`config.mk`:
```
export PLATFORM = sky130hd
export DESIGN_NAME = pam_port_mux
export DESIGN_NICKNAME = d
export VERILOG_FILES = /design/src/core/pam_pkg.sv /design/src/core/pam_edge_filter.sv /design/src/core/pam_port_mux.sv
export SDC_FILE = /design/constraint.sdc
export NUM_CORES = 1
export LEC_CHECK = 0
export BUFFER_PORTS_ARGS = -buffer_cell sky130_fd_sc_hd__buf_2
export CORE_UTILIZATION = 45
export CTS_CLUSTER_SIZE = 10
export DETAILED_ROUTE_END_ITERATION = 7
export PLACE_DENSITY = 0.74
export SYNTH_ARGS = -nofsm -noshare
export SYNTH_HDL_FRONTEND = slang
export SYNTH_SLANG_ARGS = --single-unit
```
`constraint.sdc`:
```
create_clock -name hclk -period 2.04 [get_ports hclk]
set_input_delay 0.612 -clock hclk [delete_from_list [all_inputs] [get_ports hclk]]
set_output_delay 0.612 -clock hclk [all_outputs]
set_load 0.01 [all_outputs]
```
`src/core/pam_pkg.sv`:
```
// package: register map, masks, bit positions and codes of the port mux
package pam_pkg;
  // register data width inside the block; the bus upper half reads zero
  localparam int unsigned PAM_RW = 16;
  // block byte offsets on the register bus
  localparam logic [7:0] PAM_OFS_PORT0 = 8'h00;
  localparam logic [7:0] PAM_OFS_PORT3 = 8'h20;
  localparam logic [7:0] PAM_OFS_PORT4 = 8'h40;
  localparam logic [7:0] PAM_OFS_EDGE = 8'h60;
  // word index of each register inside a port block
  localparam logic [2:0] PAM_K_LATCH = 3'h0;
  localparam logic [2:0] PAM_K_DIR = 3'h1;
  localparam logic [2:0] PAM_K_MODE = 3'h2;
  localparam logic [2:0] PAM_K_FSEL = 3'h3;
  localparam logic [2:0] PAM_K_FSELX = 3'h4;
  localparam logic [2:0] PAM_K_PULL = 3'h5;
  // word index inside the edge block
  localparam logic [2:0] PAM_K_RISE = 3'h0;
  localparam logic [2:0] PAM_K_FALL = 3'h1;
  // port index codes
  localparam logic [1:0] PAM_PT0 = 2'h0;
  localparam logic [1:0] PAM_PT3 = 2'h1;
  localparam logic [1:0] PAM_PT4 = 2'h2;
  localparam logic [1:0] PAM_PTE = 2'h3;
  // implemented bits per port and per select register
  localparam logic [15:0] PAM_P0_BITS = 16'h007F;
  localparam logic [15:0] PAM_P3_BITS = 16'h033F;
  localparam logic [15:0] PAM_P4_BITS = 16'h0007;
  localparam logic [15:0] PAM_P0_FSEL = 16'h0008;
  localparam logic [15:0] PAM_P3_FSEL = 16'h003C;
  localparam logic [15:0] PAM_P3_FSELX = 16'h0018;
  localparam logic [15:0] PAM_EDGE_BITS = 16'h003F;
  // reset values: every pin an input, port mode, no pull-up
  localparam logic [15:0] PAM_DIR_RST = 16'hFFFF;
  localparam logic [15:0] PAM_CLR_RST = 16'h0000;
  // port 0 pin positions
  localparam int unsigned PAM_B0_HTO0 = 0;
  localparam int unsigned PAM_B0_HTO1 = 1;
  localparam int unsigned PAM_B0_NMI = 2;
  localparam int unsigned PAM_B0_IRQ0 = 3;
  // port 3 pin positions
  localparam int unsigned PAM_B3_TXD = 0;
  localparam int unsigned PAM_B3_RXD = 1;
  localparam int unsigned PAM_B3_CLKTRG = 2;
  localparam int unsigned PAM_B3_TMA = 3;
  localparam int unsigned PAM_B3_TMB = 4;
  localparam int unsigned PAM_B3_TMC = 5;
  localparam int unsigned PAM_B3_SDA = 8;
  localparam int unsigned PAM_B3_SCL = 9;
  // port 4 pin positions
  localparam int unsigned PAM_B4_SIN = 0;
  localparam int unsigned PAM_B4_SOUT = 1;
  localparam int unsigned PAM_B4_SCLK = 2;
  // edge line indices
  localparam int unsigned PAM_EV_NMI = 0;
  localparam int unsigned PAM_EV_IRQ0 = 1;
  localparam int unsigned PAM_EV_IRQ7 = 5;
  localparam int unsigned PAM_NEV = 6;
  // two-bit timer pin function code {ext select, select}
  typedef enum logic [1:0] {
    PAM_FN_CAP_IN = 2'h0,
    PAM_FN_TMR_OUT = 2'h1,
    PAM_FN_T2_IN = 2'h2,
    PAM_FN_T2_OUT = 2'h3
  } pam_fn_t;
  // noise filter: cycles a level must stay stable
  localparam int unsigned PAM_NF_CYCLES = 3;
endpackage

```
`src/core/pam_edge_filter.sv`:
```
// noise elimination and edge detection for the interrupt-capable inputs
`timescale 1ns/1ps
`default_nettype none
module pam_edge_filter #(
  parameter int unsigned WIDTH = 6,
  parameter int unsigned STABLE_CYCLES = 3
) (
  input wire logic hclk,
  input wire logic hresetn,
  input wire logic [WIDTH-1:0] lvl_in,
  input wire logic [WIDTH-1:0] rise_en,
  input wire logic [WIDTH-1:0] fall_en,
  output logic [WIDTH-1:0] edge_pulse
);
  localparam int unsigned CW = $clog2(STABLE_CYCLES + 1);
  localparam logic [CW-1:0] CNT_LAST = CW'(STABLE_CYCLES - 1);

  // refuse a filter length the counter cannot serve
  if (STABLE_CYCLES < 1 || WIDTH < 1) begin : g_bad_param
    $error("pam_edge_filter: STABLE_CYCLES and WIDTH must be at least 1");
  end

  logic [WIDTH-1:0] filt_q; // accepted (filtered) level per line

  for (genvar i = 0; i < WIDTH; i++) begin : g_line
    logic [CW-1:0] cnt_q; // cycles the raw level has differed
    // a level is accepted only after it held STABLE_CYCLES cycles
    always_ff @(posedge hclk or negedge hresetn) begin
      if (!hresetn) begin
        cnt_q <= '0;
        filt_q[i] <= 1'b0;
        edge_pulse[i] <= 1'b0;
      end else begin
        edge_pulse[i] <= 1'b0;
        if (lvl_in[i] == filt_q[i]) begin
          cnt_q <= '0; // glitch shorter than the window: dropped
        end else if (cnt_q == CNT_LAST) begin
          cnt_q <= '0;
          filt_q[i] <= lvl_in[i];
          // edge sense chosen by the per-line enables
          edge_pulse[i] <= lvl_in[i] ? rise_en[i] : fall_en[i];
        end else begin
          cnt_q <= cnt_q + 1'b1;
        end
      end
    end
  end
endmodule
`default_nettype wire

```
`src/core/pam_port_mux.sv`:
```
// port alternate-function mux for ports 0, 3 and 4 with AHB-Lite registers
//
// Chosen here: the AHB-Lite interface to the registers and the register offsets.
`timescale 1ns/1ps
`default_nettype none
// Functional notes
// - output buffer off forces pin drivers off
// - mode bit set selects peripheral, ignores latch
// - port0 bit3 is irq0 only with select 0
// - port3 bit3 two-bit select picks timer function
// - port3 bit4 same two-bit timer decode
// - port3 bit5 select: capture in or timer out
// - port3 bit2: uart clock+adc trigger, or timer
// - port3 bits 8,9 carry i2c data, clock
// - port4 bits 0-2 carry clocked serial lines
// - interrupt inputs filtered then edge detected
module pam_port_mux import pam_pkg::*; #(
  parameter int unsigned NF_CYCLES = PAM_NF_CYCLES
) (
  input wire logic hclk,
  input wire logic hresetn,
  // AHB-Lite slave
  input wire logic hsel,
  input wire logic [31:0] haddr,
  input wire logic [1:0] htrans,
  input wire logic hwrite,
  input wire logic [2:0] hsize,
  input wire logic [31:0] hwdata,
  input wire logic hready,
  output logic hreadyout,
  output logic [31:0] hrdata,
  output logic hresp,
  // low-power / bus-hold driver kill
  input wire logic obuf_off,
  // package pins
  input wire logic [15:0] p0_pin_in,
  output logic [15:0] p0_pin_out,
  output logic [15:0] p0_pin_oe,
  output logic [15:0] p0_pullup_en,
  input wire logic [15:0] p3_pin_in,
  output logic [15:0] p3_pin_out,
  output logic [15:0] p3_pin_oe,
  output logic [15:0] p3_pullup_en,
  input wire logic [15:0] p4_pin_in,
  output logic [15:0] p4_pin_out,
  output logic [15:0] p4_pin_oe,
  output logic [15:0] p4_pullup_en,
  // peripheral outputs routed to pins
  input wire logic hs_timer_out0,
  input wire logic hs_timer_out1,
  input wire logic uart_tx_out,
  input wire logic timer_out_a,
  input wire logic timer_out_b,
  input wire logic second_timer_out_a,
  input wire logic second_timer_out_b,
  input wire logic i2c_sda_drive_low,
  input wire logic i2c_scl_drive_low,
  input wire logic csi_serial_out,
  input wire logic csi_serial_clock_out,
  input wire logic csi_serial_clock_oe,
  // pin inputs routed to peripherals
  output logic uart_rx_in,
  output logic uart_ext_clock_in,
  output logic adc_ext_trigger_in,
  output logic timer_capture_in_a,
  output logic timer_capture_in_b,
  output logic timer_capture_in_c,
  output logic second_timer_in_a,
  output logic second_timer_in_b,
  output logic i2c_sda_in,
  output logic i2c_scl_in,
  output logic csi_serial_in,
  output logic csi_serial_clock_in,
  // filtered edge pulses: nmi, irq0..irq3, irq7
  output logic [PAM_NEV-1:0] irq_edge
);

  // ---------------- decode helpers ----------------

  // implemented pins of a port
  function automatic logic [15:0] pam_bits(input logic [1:0] pt);
    logic [15:0] m;
    m = PAM_CLR_RST;
    case (pt)
      PAM_PT0: m = PAM_P0_BITS;
      PAM_PT3: m = PAM_P3_BITS;
      PAM_PT4: m = PAM_P4_BITS;
      default: m = PAM_EDGE_BITS;
    endcase
    return m;
  endfunction

  // writable/readable bits of one register
  function automatic logic [15:0] pam_mask(input logic [1:0] pt, input logic [2:0] k);
    logic [15:0] m;
    m = pam_bits(pt);
    if (pt != PAM_PTE && k == PAM_K_FSEL) begin
      m = (pt == PAM_PT0) ? PAM_P0_FSEL : (pt == PAM_PT3) ? PAM_P3_FSEL : PAM_CLR_RST;
    end else if (pt != PAM_PTE && k == PAM_K_FSELX) begin
      m = (pt == PAM_PT3) ? PAM_P3_FSELX : PAM_CLR_RST;
    end
    return m;
  endfunction

  // address to {hit, port, kind}
  function automatic logic [5:0] pam_decode(input logic [7:0] a);
    logic hit;
    logic [1:0] pt;
    logic [2:0] k;
    hit = (a[1:0] == 2'h0);
    k = a[4:2];
    pt = PAM_PTE;
    case ({a[7:5], 5'h00})
      PAM_OFS_PORT0: pt = PAM_PT0;
      PAM_OFS_PORT3: pt = PAM_PT3;
      PAM_OFS_PORT4: pt = PAM_PT4;
      PAM_OFS_EDGE: pt = PAM_PTE;
      default: hit = 1'b0;
    endcase
    // kinds past the last register of a block are unmapped
    if (pt == PAM_PTE && k > PAM_K_FALL) begin
      hit = 1'b0;
    end
    if (pt != PAM_PTE && k > PAM_K_PULL) begin
      hit = 1'b0;
    end
    return {hit, pt, k};
  endfunction

  // ---------------- register bus ----------------

  logic addr_take; // address phase accepted this edge
  logic [5:0] dec_a; // decode of the address phase
  logic wr_pend_q; // write data phase in progress
  logic [5:0] wsel_q; // decode held for the data phase
  logic [31:0] hrdata_q; // read data, loaded at the address phase
  logic [15:0] rd_val; // combinational read value
  logic wr_en; // register write strobe
  logic [1:0] w_pt;
  logic [2:0] w_k;
  logic [15:0] w_m;

  assign addr_take = hsel & htrans[1] & hready;
  assign dec_a = pam_decode(haddr[7:0]);
  // a read right behind a write waits one cycle so it sees the new value
  assign hreadyout = ~(wr_pend_q & hsel & htrans[1] & ~hwrite);
  assign hresp = 1'b0; // always OKAY, unmapped reads zero
  assign hrdata = hrdata_q;
  assign wr_en = wr_pend_q & wsel_q[5];
  assign w_pt = wsel_q[4:3];
  assign w_k = wsel_q[2:0];
  assign w_m = pam_mask(w_pt, w_k);

  // address phase capture
  always_ff @(posedge hclk or negedge hresetn) begin
    if (!hresetn) begin
      wr_pend_q <= 1'b0;
      wsel_q <= '0;
    end else begin
      wr_pend_q <= addr_take & hwrite;
      wsel_q <= addr_take ? dec_a : wsel_q;
    end
  end

  // read data is ready during the data phase, no wait state
  always_ff @(posedge hclk or negedge hresetn) begin
    if (!hresetn) begin
      hrdata_q <= '0;
    end else if (addr_take && !hwrite) begin
      hrdata_q <= {16'h0000, rd_val};
    end
  end

  // ---------------- configuration registers ----------------

  logic [15:0] latch_q [3]; // output latches
  logic [15:0] dir_q [3]; // direction, 1 = input
  logic [15:0] mode_q [3]; // mode control, 1 = alternate
  logic [15:0] fsel_q [3]; // function select
  logic [15:0] fselx_q [3]; // extended function select
  logic [15:0] pull_q [3]; // pull-up enable
  logic [15:0] rise_q; // rising edge enables
  logic [15:0] fall_q; // falling edge enables

  // port registers: latch and direction merge the masked written bits, the rest take the masked word
  always_ff @(posedge hclk or negedge hresetn) begin
    if (!hresetn) begin
      for (int p = 0; p < 3; p++) begin
        latch_q[p] <= PAM_CLR_RST;
        dir_q[p] <= PAM_DIR_RST;
        mode_q[p] <= PAM_CLR_RST;
        fsel_q[p] <= PAM_CLR_RST;
        fselx_q[p] <= PAM_CLR_RST;
        pull_q[p] <= PAM_CLR_RST;
      end
    end else if (wr_en && w_pt != PAM_PTE) begin
      case (w_k)
        PAM_K_LATCH: latch_q[w_pt] <= (latch_q[w_pt] & ~w_m) | (hwdata[15:0] & w_m);
        PAM_K_DIR: dir_q[w_pt] <= (dir_q[w_pt] & ~w_m) | (hwdata[15:0] & w_m);
        PAM_K_MODE: mode_q[w_pt] <= hwdata[15:0] & w_m;
        PAM_K_FSEL: fsel_q[w_pt] <= hwdata[15:0] & w_m;
        PAM_K_FSELX: fselx_q[w_pt] <= hwdata[15:0] & w_m;
        PAM_K_PULL: pull_q[w_pt] <= hwdata[15:0] & w_m;
        default: ;
      endcase
    end
  end

  // edge enable registers
  always_ff @(posedge hclk or negedge hresetn) begin
    if (!hresetn) begin
      rise_q <= PAM_CLR_RST;
      fall_q <= PAM_CLR_RST;
    end else if (wr_en && w_pt == PAM_PTE) begin
      if (w_k == PAM_K_RISE) begin
        rise_q <= hwdata[15:0] & w_m;
      end else begin
        fall_q <= hwdata[15:0] & w_m;
      end
    end
  end

  // ---------------- pin input synchronisers ----------------

  logic [15:0] pin_raw [3];
  logic [15:0] sync1_q [3]; // first stage, read only by sync2
  logic [15:0] sync2_q [3]; // settled pin level

  assign pin_raw[0] = p0_pin_in;
  assign pin_raw[1] = p3_pin_in;
  assign pin_raw[2] = p4_pin_in;

  // two flops before any logic looks at a pin
  always_ff @(posedge hclk or negedge hresetn) begin
    if (!hresetn) begin
      for (int p = 0; p < 3; p++) begin
        sync1_q[p] <= PAM_CLR_RST;
        sync2_q[p] <= PAM_CLR_RST;
      end
    end else begin
      for (int p = 0; p < 3; p++) begin
        sync1_q[p] <= pin_raw[p];
        sync2_q[p] <= sync1_q[p];
      end
    end
  end

  // ---------------- read mux ----------------

  logic [1:0] r_pt;
  logic [2:0] r_k;
  assign r_pt = dec_a[4:3];
  assign r_k = dec_a[2:0];

  // port read shows the pin unless the pin is a port-mode output
  always_comb begin
    rd_val = PAM_CLR_RST;
    if (!dec_a[5]) begin
      rd_val = PAM_CLR_RST; // unmapped reads zero
    end else if (r_pt == PAM_PTE) begin
      rd_val = (r_k == PAM_K_RISE) ? rise_q : fall_q;
    end else begin
      case (r_k)
        PAM_K_LATCH: rd_val = ((dir_q[r_pt] | mode_q[r_pt]) & sync2_q[r_pt])
                            | (~dir_q[r_pt] & ~mode_q[r_pt] & latch_q[r_pt]);
        PAM_K_DIR: rd_val = dir_q[r_pt];
        PAM_K_MODE: rd_val = mode_q[r_pt];
        PAM_K_FSEL: rd_val = fsel_q[r_pt];
        PAM_K_FSELX: rd_val = fselx_q[r_pt];
        PAM_K_PULL: rd_val = pull_q[r_pt];
        default: rd_val = PAM_CLR_RST;
      endcase
      rd_val = rd_val & pam_mask(r_pt, r_k);
    end
  end

  // ---------------- output pin mux ----------------

  logic [15:0] out_d [3];
  logic [15:0] oe_d [3];
  pam_fn_t fn_a; // port 3 bit 3 function
  pam_fn_t fn_b; // port 3 bit 4 function

  assign fn_a = pam_fn_t'({fselx_q[1][PAM_B3_TMA], fsel_q[1][PAM_B3_TMA]});
  assign fn_b = pam_fn_t'({fselx_q[1][PAM_B3_TMB], fsel_q[1][PAM_B3_TMB]});

  // port mode drives latch per direction; mode bit hands the pin over
  always_comb begin
    for (int p = 0; p < 3; p++) begin
      out_d[p] = latch_q[p];
      oe_d[p] = ~dir_q[p] & ~mode_q[p] & pam_bits(2'(p));
    end
    // port 0: high-speed timer outputs, other pins are inputs
    if (mode_q[0][PAM_B0_HTO0]) begin
      out_d[0][PAM_B0_HTO0] = hs_timer_out0;
      oe_d[0][PAM_B0_HTO0] = 1'b1;
    end
    if (mode_q[0][PAM_B0_HTO1]) begin
      out_d[0][PAM_B0_HTO1] = hs_timer_out1;
      oe_d[0][PAM_B0_HTO1] = 1'b1;
    end
    // port 3 bit 0: uart transmit
    if (mode_q[1][PAM_B3_TXD]) begin
      out_d[1][PAM_B3_TXD] = uart_tx_out;
      oe_d[1][PAM_B3_TXD] = 1'b1;
    end
    // port 3 bit 2: drives only with select 1
    if (mode_q[1][PAM_B3_CLKTRG] && fsel_q[1][PAM_B3_CLKTRG]) begin
      out_d[1][PAM_B3_CLKTRG] = timer_out_b;
      oe_d[1][PAM_B3_CLKTRG] = 1'b1;
    end
    // port 3 bit 3: odd codes are outputs
    if (mode_q[1][PAM_B3_TMA]) begin
      out_d[1][PAM_B3_TMA] = (fn_a == PAM_FN_TMR_OUT) ? timer_out_a : second_timer_out_a;
      oe_d[1][PAM_B3_TMA] = (fn_a == PAM_FN_TMR_OUT) || (fn_a == PAM_FN_T2_OUT);
    end
    // port 3 bit 4: same decode; code 1 drives timer_out_a, code 3 second_timer_out_b
    if (mode_q[1][PAM_B3_TMB]) begin
      out_d[1][PAM_B3_TMB] = (fn_b == PAM_FN_TMR_OUT) ? timer_out_a : second_timer_out_b;
      oe_d[1][PAM_B3_TMB] = (fn_b == PAM_FN_TMR_OUT) || (fn_b == PAM_FN_T2_OUT);
    end
    // port 3 bit 5: timer output with select 1
    if (mode_q[1][PAM_B3_TMC]) begin
      out_d[1][PAM_B3_TMC] = timer_out_b;
      oe_d[1][PAM_B3_TMC] = fsel_q[1][PAM_B3_TMC];
    end
    // i2c lines are open drain: only ever pull low
    if (mode_q[1][PAM_B3_SDA]) begin
      out_d[1][PAM_B3_SDA] = 1'b0;
      oe_d[1][PAM_B3_SDA] = i2c_sda_drive_low;
    end
    if (mode_q[1][PAM_B3_SCL]) begin
      out_d[1][PAM_B3_SCL] = 1'b0;
      oe_d[1][PAM_B3_SCL] = i2c_scl_drive_low;
    end
    // port 4: serial out and two-way serial clock
    if (mode_q[2][PAM_B4_SOUT]) begin
      out_d[2][PAM_B4_SOUT] = csi_serial_out;
      oe_d[2][PAM_B4_SOUT] = 1'b1;
    end
    if (mode_q[2][PAM_B4_SCLK]) begin
      out_d[2][PAM_B4_SCLK] = csi_serial_clock_out;
      oe_d[2][PAM_B4_SCLK] = csi_serial_clock_oe;
    end
    // driver kill wins over every function, inputs keep working
    if (obuf_off) begin
      for (int p = 0; p < 3; p++) begin
        oe_d[p] = PAM_CLR_RST;
      end
    end
  end

  logic [15:0] pin_out_q [3];
  logic [15:0] pin_oe_q [3];
  logic [15:0] pull_en_q [3];

  // pins driven from flops; pull-up only where nothing drives
  always_ff @(posedge hclk or negedge hresetn) begin
    if (!hresetn) begin
      for (int p = 0; p < 3; p++) begin
        pin_out_q[p] <= PAM_CLR_RST;
        pin_oe_q[p] <= PAM_CLR_RST;
        pull_en_q[p] <= PAM_CLR_RST;
      end
    end else begin
      for (int p = 0; p < 3; p++) begin
        pin_out_q[p] <= out_d[p] & pam_bits(2'(p));
        pin_oe_q[p] <= oe_d[p];
        pull_en_q[p] <= pull_q[p] & ~oe_d[p];
      end
    end
  end

  assign p0_pin_out = pin_out_q[0];
  assign p0_pin_oe = pin_oe_q[0];
  assign p0_pullup_en = pull_en_q[0];
  assign p3_pin_out = pin_out_q[1];
  assign p3_pin_oe = pin_oe_q[1];
  assign p3_pullup_en = pull_en_q[1];
  assign p4_pin_out = pin_out_q[2];
  assign p4_pin_oe = pin_oe_q[2];
  assign p4_pullup_en = pull_en_q[2];

  // ---------------- pin inputs to peripherals ----------------

  logic [15:0] m3;
  logic [15:0] s3;
  assign m3 = mode_q[1];
  assign s3 = sync2_q[1];

  // unselected inputs rest at their idle level, so peripherals see no edges
  always_ff @(posedge hclk or negedge hresetn) begin
    if (!hresetn) begin
      uart_rx_in <= 1'b1;
      uart_ext_clock_in <= 1'b0;
      adc_ext_trigger_in <= 1'b0;
      timer_capture_in_a <= 1'b0;
      timer_capture_in_b <= 1'b0;
      timer_capture_in_c <= 1'b0;
      second_timer_in_a <= 1'b0;
      second_timer_in_b <= 1'b0;
      i2c_sda_in <= 1'b1;
      i2c_scl_in <= 1'b1;
      csi_serial_in <= 1'b0;
      csi_serial_clock_in <= 1'b1;
    end else begin
      // shared with irq7; software keeps the unused one quiet
      uart_rx_in <= m3[PAM_B3_RXD] ? s3[PAM_B3_RXD] : 1'b1;
      // one pin feeds both; software disables the unwanted user
      uart_ext_clock_in <= m3[PAM_B3_CLKTRG] & ~fsel_q[1][PAM_B3_CLKTRG] & s3[PAM_B3_CLKTRG];
      adc_ext_trigger_in <= m3[PAM_B3_CLKTRG] & ~fsel_q[1][PAM_B3_CLKTRG] & s3[PAM_B3_CLKTRG];
      timer_capture_in_a <= m3[PAM_B3_TMA] & (fn_a == PAM_FN_CAP_IN) & s3[PAM_B3_TMA];
      second_timer_in_a <= m3[PAM_B3_TMA] & (fn_a == PAM_FN_T2_IN) & s3[PAM_B3_TMA];
      timer_capture_in_b <= m3[PAM_B3_TMB] & (fn_b == PAM_FN_CAP_IN) & s3[PAM_B3_TMB];
      second_timer_in_b <= m3[PAM_B3_TMB] & (fn_b == PAM_FN_T2_IN) & s3[PAM_B3_TMB];
      timer_capture_in_c <= m3[PAM_B3_TMC] & ~fsel_q[1][PAM_B3_TMC] & s3[PAM_B3_TMC];
      i2c_sda_in <= m3[PAM_B3_SDA] ? s3[PAM_B3_SDA] : 1'b1;
      i2c_scl_in <= m3[PAM_B3_SCL] ? s3[PAM_B3_SCL] : 1'b1;
      csi_serial_in <= mode_q[2][PAM_B4_SIN] & sync2_q[2][PAM_B4_SIN];
      csi_serial_clock_in <= mode_q[2][PAM_B4_SCLK] ? sync2_q[2][PAM_B4_SCLK] : 1'b1;
    end
  end

  // ---------------- interrupt inputs ----------------

  logic [PAM_NEV-1:0] ev_lvl; // gated level per interrupt line

  // port 0 bits 2..6 map onto lines 0..4, irq7 from port 3 bit 1
  always_comb begin
    ev_lvl = '0;
    for (int i = 0; i < PAM_EV_IRQ7; i++) begin
      ev_lvl[i] = mode_q[0][PAM_B0_NMI + i] & sync2_q[0][PAM_B0_NMI + i];
    end
    // irq0 only while its select bit is 0
    ev_lvl[PAM_EV_IRQ0] = ev_lvl[PAM_EV_IRQ0] & ~fsel_q[0][PAM_B0_IRQ0];
    ev_lvl[PAM_EV_IRQ7] = m3[PAM_B3_RXD] & s3[PAM_B3_RXD];
  end

  // filter then edge detect, enables per line
  pam_edge_filter #(
    .WIDTH(PAM_NEV),
    .STABLE_CYCLES(NF_CYCLES)
  ) u_edge (
    .hclk(hclk),
    .hresetn(hresetn),
    .lvl_in(ev_lvl),
    .rise_en(rise_q[PAM_NEV-1:0]),
    .fall_en(fall_q[PAM_NEV-1:0]),
    .edge_pulse(irq_edge)
  );

endmodule
`default_nettype wire

```
==> impl_metrics.env <==
export IMPL_status="complete, but fails checks"
export IMPL_failed_checks="design-rule violations"
export IMPL_fin_crit_ns=1.98
export IMPL_ant_nets=0
export IMPL_synth_top_area_share_pct=51.7
export IMPL_grt_overflow=0
export IMPL_avgSynthCellArea_um2=11.7
export IMPL_nFillCells=2796
export IMPL_syn_cell_area_um2=15300
export IMPL_grt_pass1_wl_um=63400
export IMPL_gp_congestion=0.943
export IMPL_fin_crit_sh_pct=97.1
export IMPL_synth_warnings=0
export IMPL_io_buffer_count=153
export IMPL_synth_most_common_cell="dfrtp_1"
export IMPL_cts_tree="yes"
export IMPL_r2r_slack_ns=0.06
export IMPL_grt_pass1_vias=10600
export IMPL_grt_max_degree=108
export IMPL_cts_setup_buffers=0
export IMPL_leakage_nw=9.25
export IMPL_diodes=0
export IMPL_path_class="register to register"
export IMPL_endpoint_kind="register"
export IMPL_critPathMaxFanout=4
export IMPL_netlist_instances=1303
export IMPL_die_w_um=186
export IMPL_initial_core_util_pct=45.7
export IMPL_post_dp_hpwl_um=30400
export IMPL_p_clk_share_pct=44.8
export IMPL_coreArea_um2=33400
export IMPL_ff2ff_path_depth=6
export IMPL_async_reset_ff_share_pct=100
export IMPL_reg2reg_from="wsel_q[0]"
export IMPL_cellPowerDensity_nw_per_um2=833
export IMPL_drc_errors=2
export IMPL_routed_wl_um=41200
export IMPL_ys_top_cells_by_area="dfrtp_1 52%, mux2_2 6.7%, mux2i_1 6.2%"
export IMPL_antenna_found_initial=0
export IMPL_cts_buffers_inserted=42
export IMPL_synth_ff_type="dfrtp_1"
export IMPL_slew_limit_headroom_pct=55.3
export IMPL_cts_sinks=347
export IMPL_area_growth_syn_to_layout_pct=23.1
export IMPL_first_iter_violations=895
export IMPL_comb_power_share_pct=9.9
export IMPL_nNetsFinal=1738
export IMPL_yosysTopAreaCell="dfrtp_1"
export IMPL_finalSetupTns_ns=0
export IMPL_drive_gt1_share_pct=33.0
export IMPL_gr_usage_all_layers_pct=23.9
export IMPL_holdPathStages=1
export IMPL_drt_pass1_iterations=7
export IMPL_die_h_um=186
export IMPL_hold_end="sync1_q[18]"
export IMPL_wl_per_cell_um=19.8
export IMPL_ys_top_cells_by_count="316 x dfrtp_1, 110 x buf_4, 99 x nor2b_1, 95 x mux2i_1, 91 x mux2_2"
export IMPL_reg2reg_to="latch_q[34]"
export IMPL_hold_path_class="input port to register"
export IMPL_via_count=10700
export IMPL_power_switching_mw=3.82
export IMPL_seqPwrFrac_pct=45.3
export IMPL_cp_start_kind="register"
export IMPL_worstSetupStartpoint="wsel_q[0]"
export IMPL_fin_skew_ns=0.0213
export IMPL_whs_ns=0.175
export IMPL_clock_latency_ns=0.54
export IMPL_vias_per_cell=5.15
export IMPL_synth_cell_types=67
export IMPL_p_sw_share_pct=24.4
export IMPL_fin_util_pct=56.2
export IMPL_min_from="p3_pin_in[2]"
export IMPL_fmax_mhz=505
export IMPL_p_int_mw=11.8
export IMPL_yosysSeqAreaShare_pct=57.1
export IMPL_synth_edf_count=0
export IMPL_cts_clk_slew_worst_paths_ns=0.06
export IMPL_clock_root_buffer="clkbuf_16"
export IMPL_required_ns=2.46
export IMPL_critPathArrivalTime_ns=2.40
export IMPL_placementRows=67
export IMPL_cts_buffer_depth=3
export IMPL_ys_ff_latch=347
export IMPL_worst_slew_pin_transition_ns=0.668
export IMPL_rsz0062_at_grt="yes"
export IMPL_io_pins=331
export IMPL_hold_viol=0
export IMPL_maxSlewViolCount=0
export IMPL_cts_htree_levels=2
export IMPL_setup_viol=0
export IMPL_peakVddDrop_mv=0.646
export IMPL_dieArea_um2=34700
export IMPL_max_cap_violations=0
[placed cells by master (no fill, tap or decap), types with 47 or more instances in the layout]
master / netlist / final
nor2_1: 85 / 81
a21oi_1: 59 / 58
o21ai_0: 48 / 47
conb_1: 1 / 105
mux2_2: 91 / 91
buf_4: 110 / 160
nand2_1: 50 / 50
mux2i_1: 95 / 95
nor2b_1: 99 / 97
buf_2: 26 / 151
dfrtp_1: 316 / 315
[state kept, by name (all words and copies together) (netlist names), 8 cells and up]
signal	flops
fall_q	9
m3	9
mode_q	18
p3_pullup_en	9
s3	9
fselx_q	25
hrdata	9
p3_pin_out	8
u_edge.g_line.cnt_q	12
sync2_q	18
dir_q	27
fsel_q	24
rise_q	9
p3_pin_oe	8
sync1_q	27
p4_pullup_en	9
latch_q	27
p0_pullup_en	9
pull_q	27
[per-stage QoR]
step	setup slack (ns)	area, um2	power [mW]	instances
floorplan	-0.0269	15700	8.08	1407
global placement	-0.608	17500	8.70	2006
detailed placement	-0.668	17500	8.73	2006
CTS	0.00476	18800	15.8	2085
global route	-0.0336	18800	16.2	2085
finish	0.0583	18800	15.7	2085
[worst max-delay path by stage]
stage | endpoint | slack, ns | cells past startpoint
4_1_cts | latch_q[34] | 0.005 | 6
3_5_place_dp | hrdata[2] | -0.67 | 9
6_report | latch_q[34] | 0.06 | 6
3_3_place_gp | hrdata[2] | -0.61 | 9
2_1_floorplan | hrdata[0] | -0.03 | 9
5_1_grt | latch_q[34] | -0.03 | 6
[timing repair]
| action | 4_1_cts | 5_1_grt |
|---|---|---|
| cloned | 0 | 0 |
| endpoints found under the setup margin | 2 | 35 |
| hold buffers | 1 | 0 |
| hold endpoints to repair | 10 | 0 |
| pin swaps | 0 | 2 |
| gates resized for setup | 3 | 12 |
[cell type report]
| class | count | area (um2) | share of cell area, % |
|---|---|---|---|
| inverter | 13 | 48.8 | 0.259 |
| clock buffer | 72 | 1190 | 6.34 |
| tap | 448 | 561 | 2.98 |
| timing repair buffer | 332 | 2360 | 12.6 |
| clock inverter | 6 | 98.8 | 0.525 |
| sequential | 347 | 8720 | 46.4 |
| multi-input combinational | 867 | 5830 | 31.0 |
[power groups by stage]
stage / Clock, mW / Combinational [mW] / Sequential [mW]
finish: 7.02 / 1.55 / 7.10
global route: 7.46 / 1.67 / 7.11
CTS: 7.16 / 1.52 / 7.10
detailed placement: 0 / 1.52 / 7.21
global placement: 0 / 1.50 / 7.21
floorplan: 0 / 0.883 / 7.20
[critical path, cell delays in order (launching register included)]
cell and delay [ns]:
dfrtp_1 0.42, and3b_1 0.22, or2_2 0.29, nand2b_1 0.12, o21a_2 0.20, mux2_2 0.36, mux2_2 0.26
[kinds of logic (layout without fill, tap and decap cells)]
kind of cell	count (synthesis)	in the layout	share of synthesized area [%]
xor+xnor	6	6	0.344
simple gates	360	360	12.7
buf+inv	193	423	7.80
compound gates	202	202	8.36
flops	347	347	57.1
mux	194	194	13.7
other cells	1	105	0.0245
[layer usage]
layer	global-route usage, %	share of wire (%)	routed length, um
met1	33.8	44	18300
met4	8.01	3.1	1290
met3	5.83	7.3	3020
met5	0	0	0
met2	36.2	45	18600
Power figures use the tool's default switching activity.
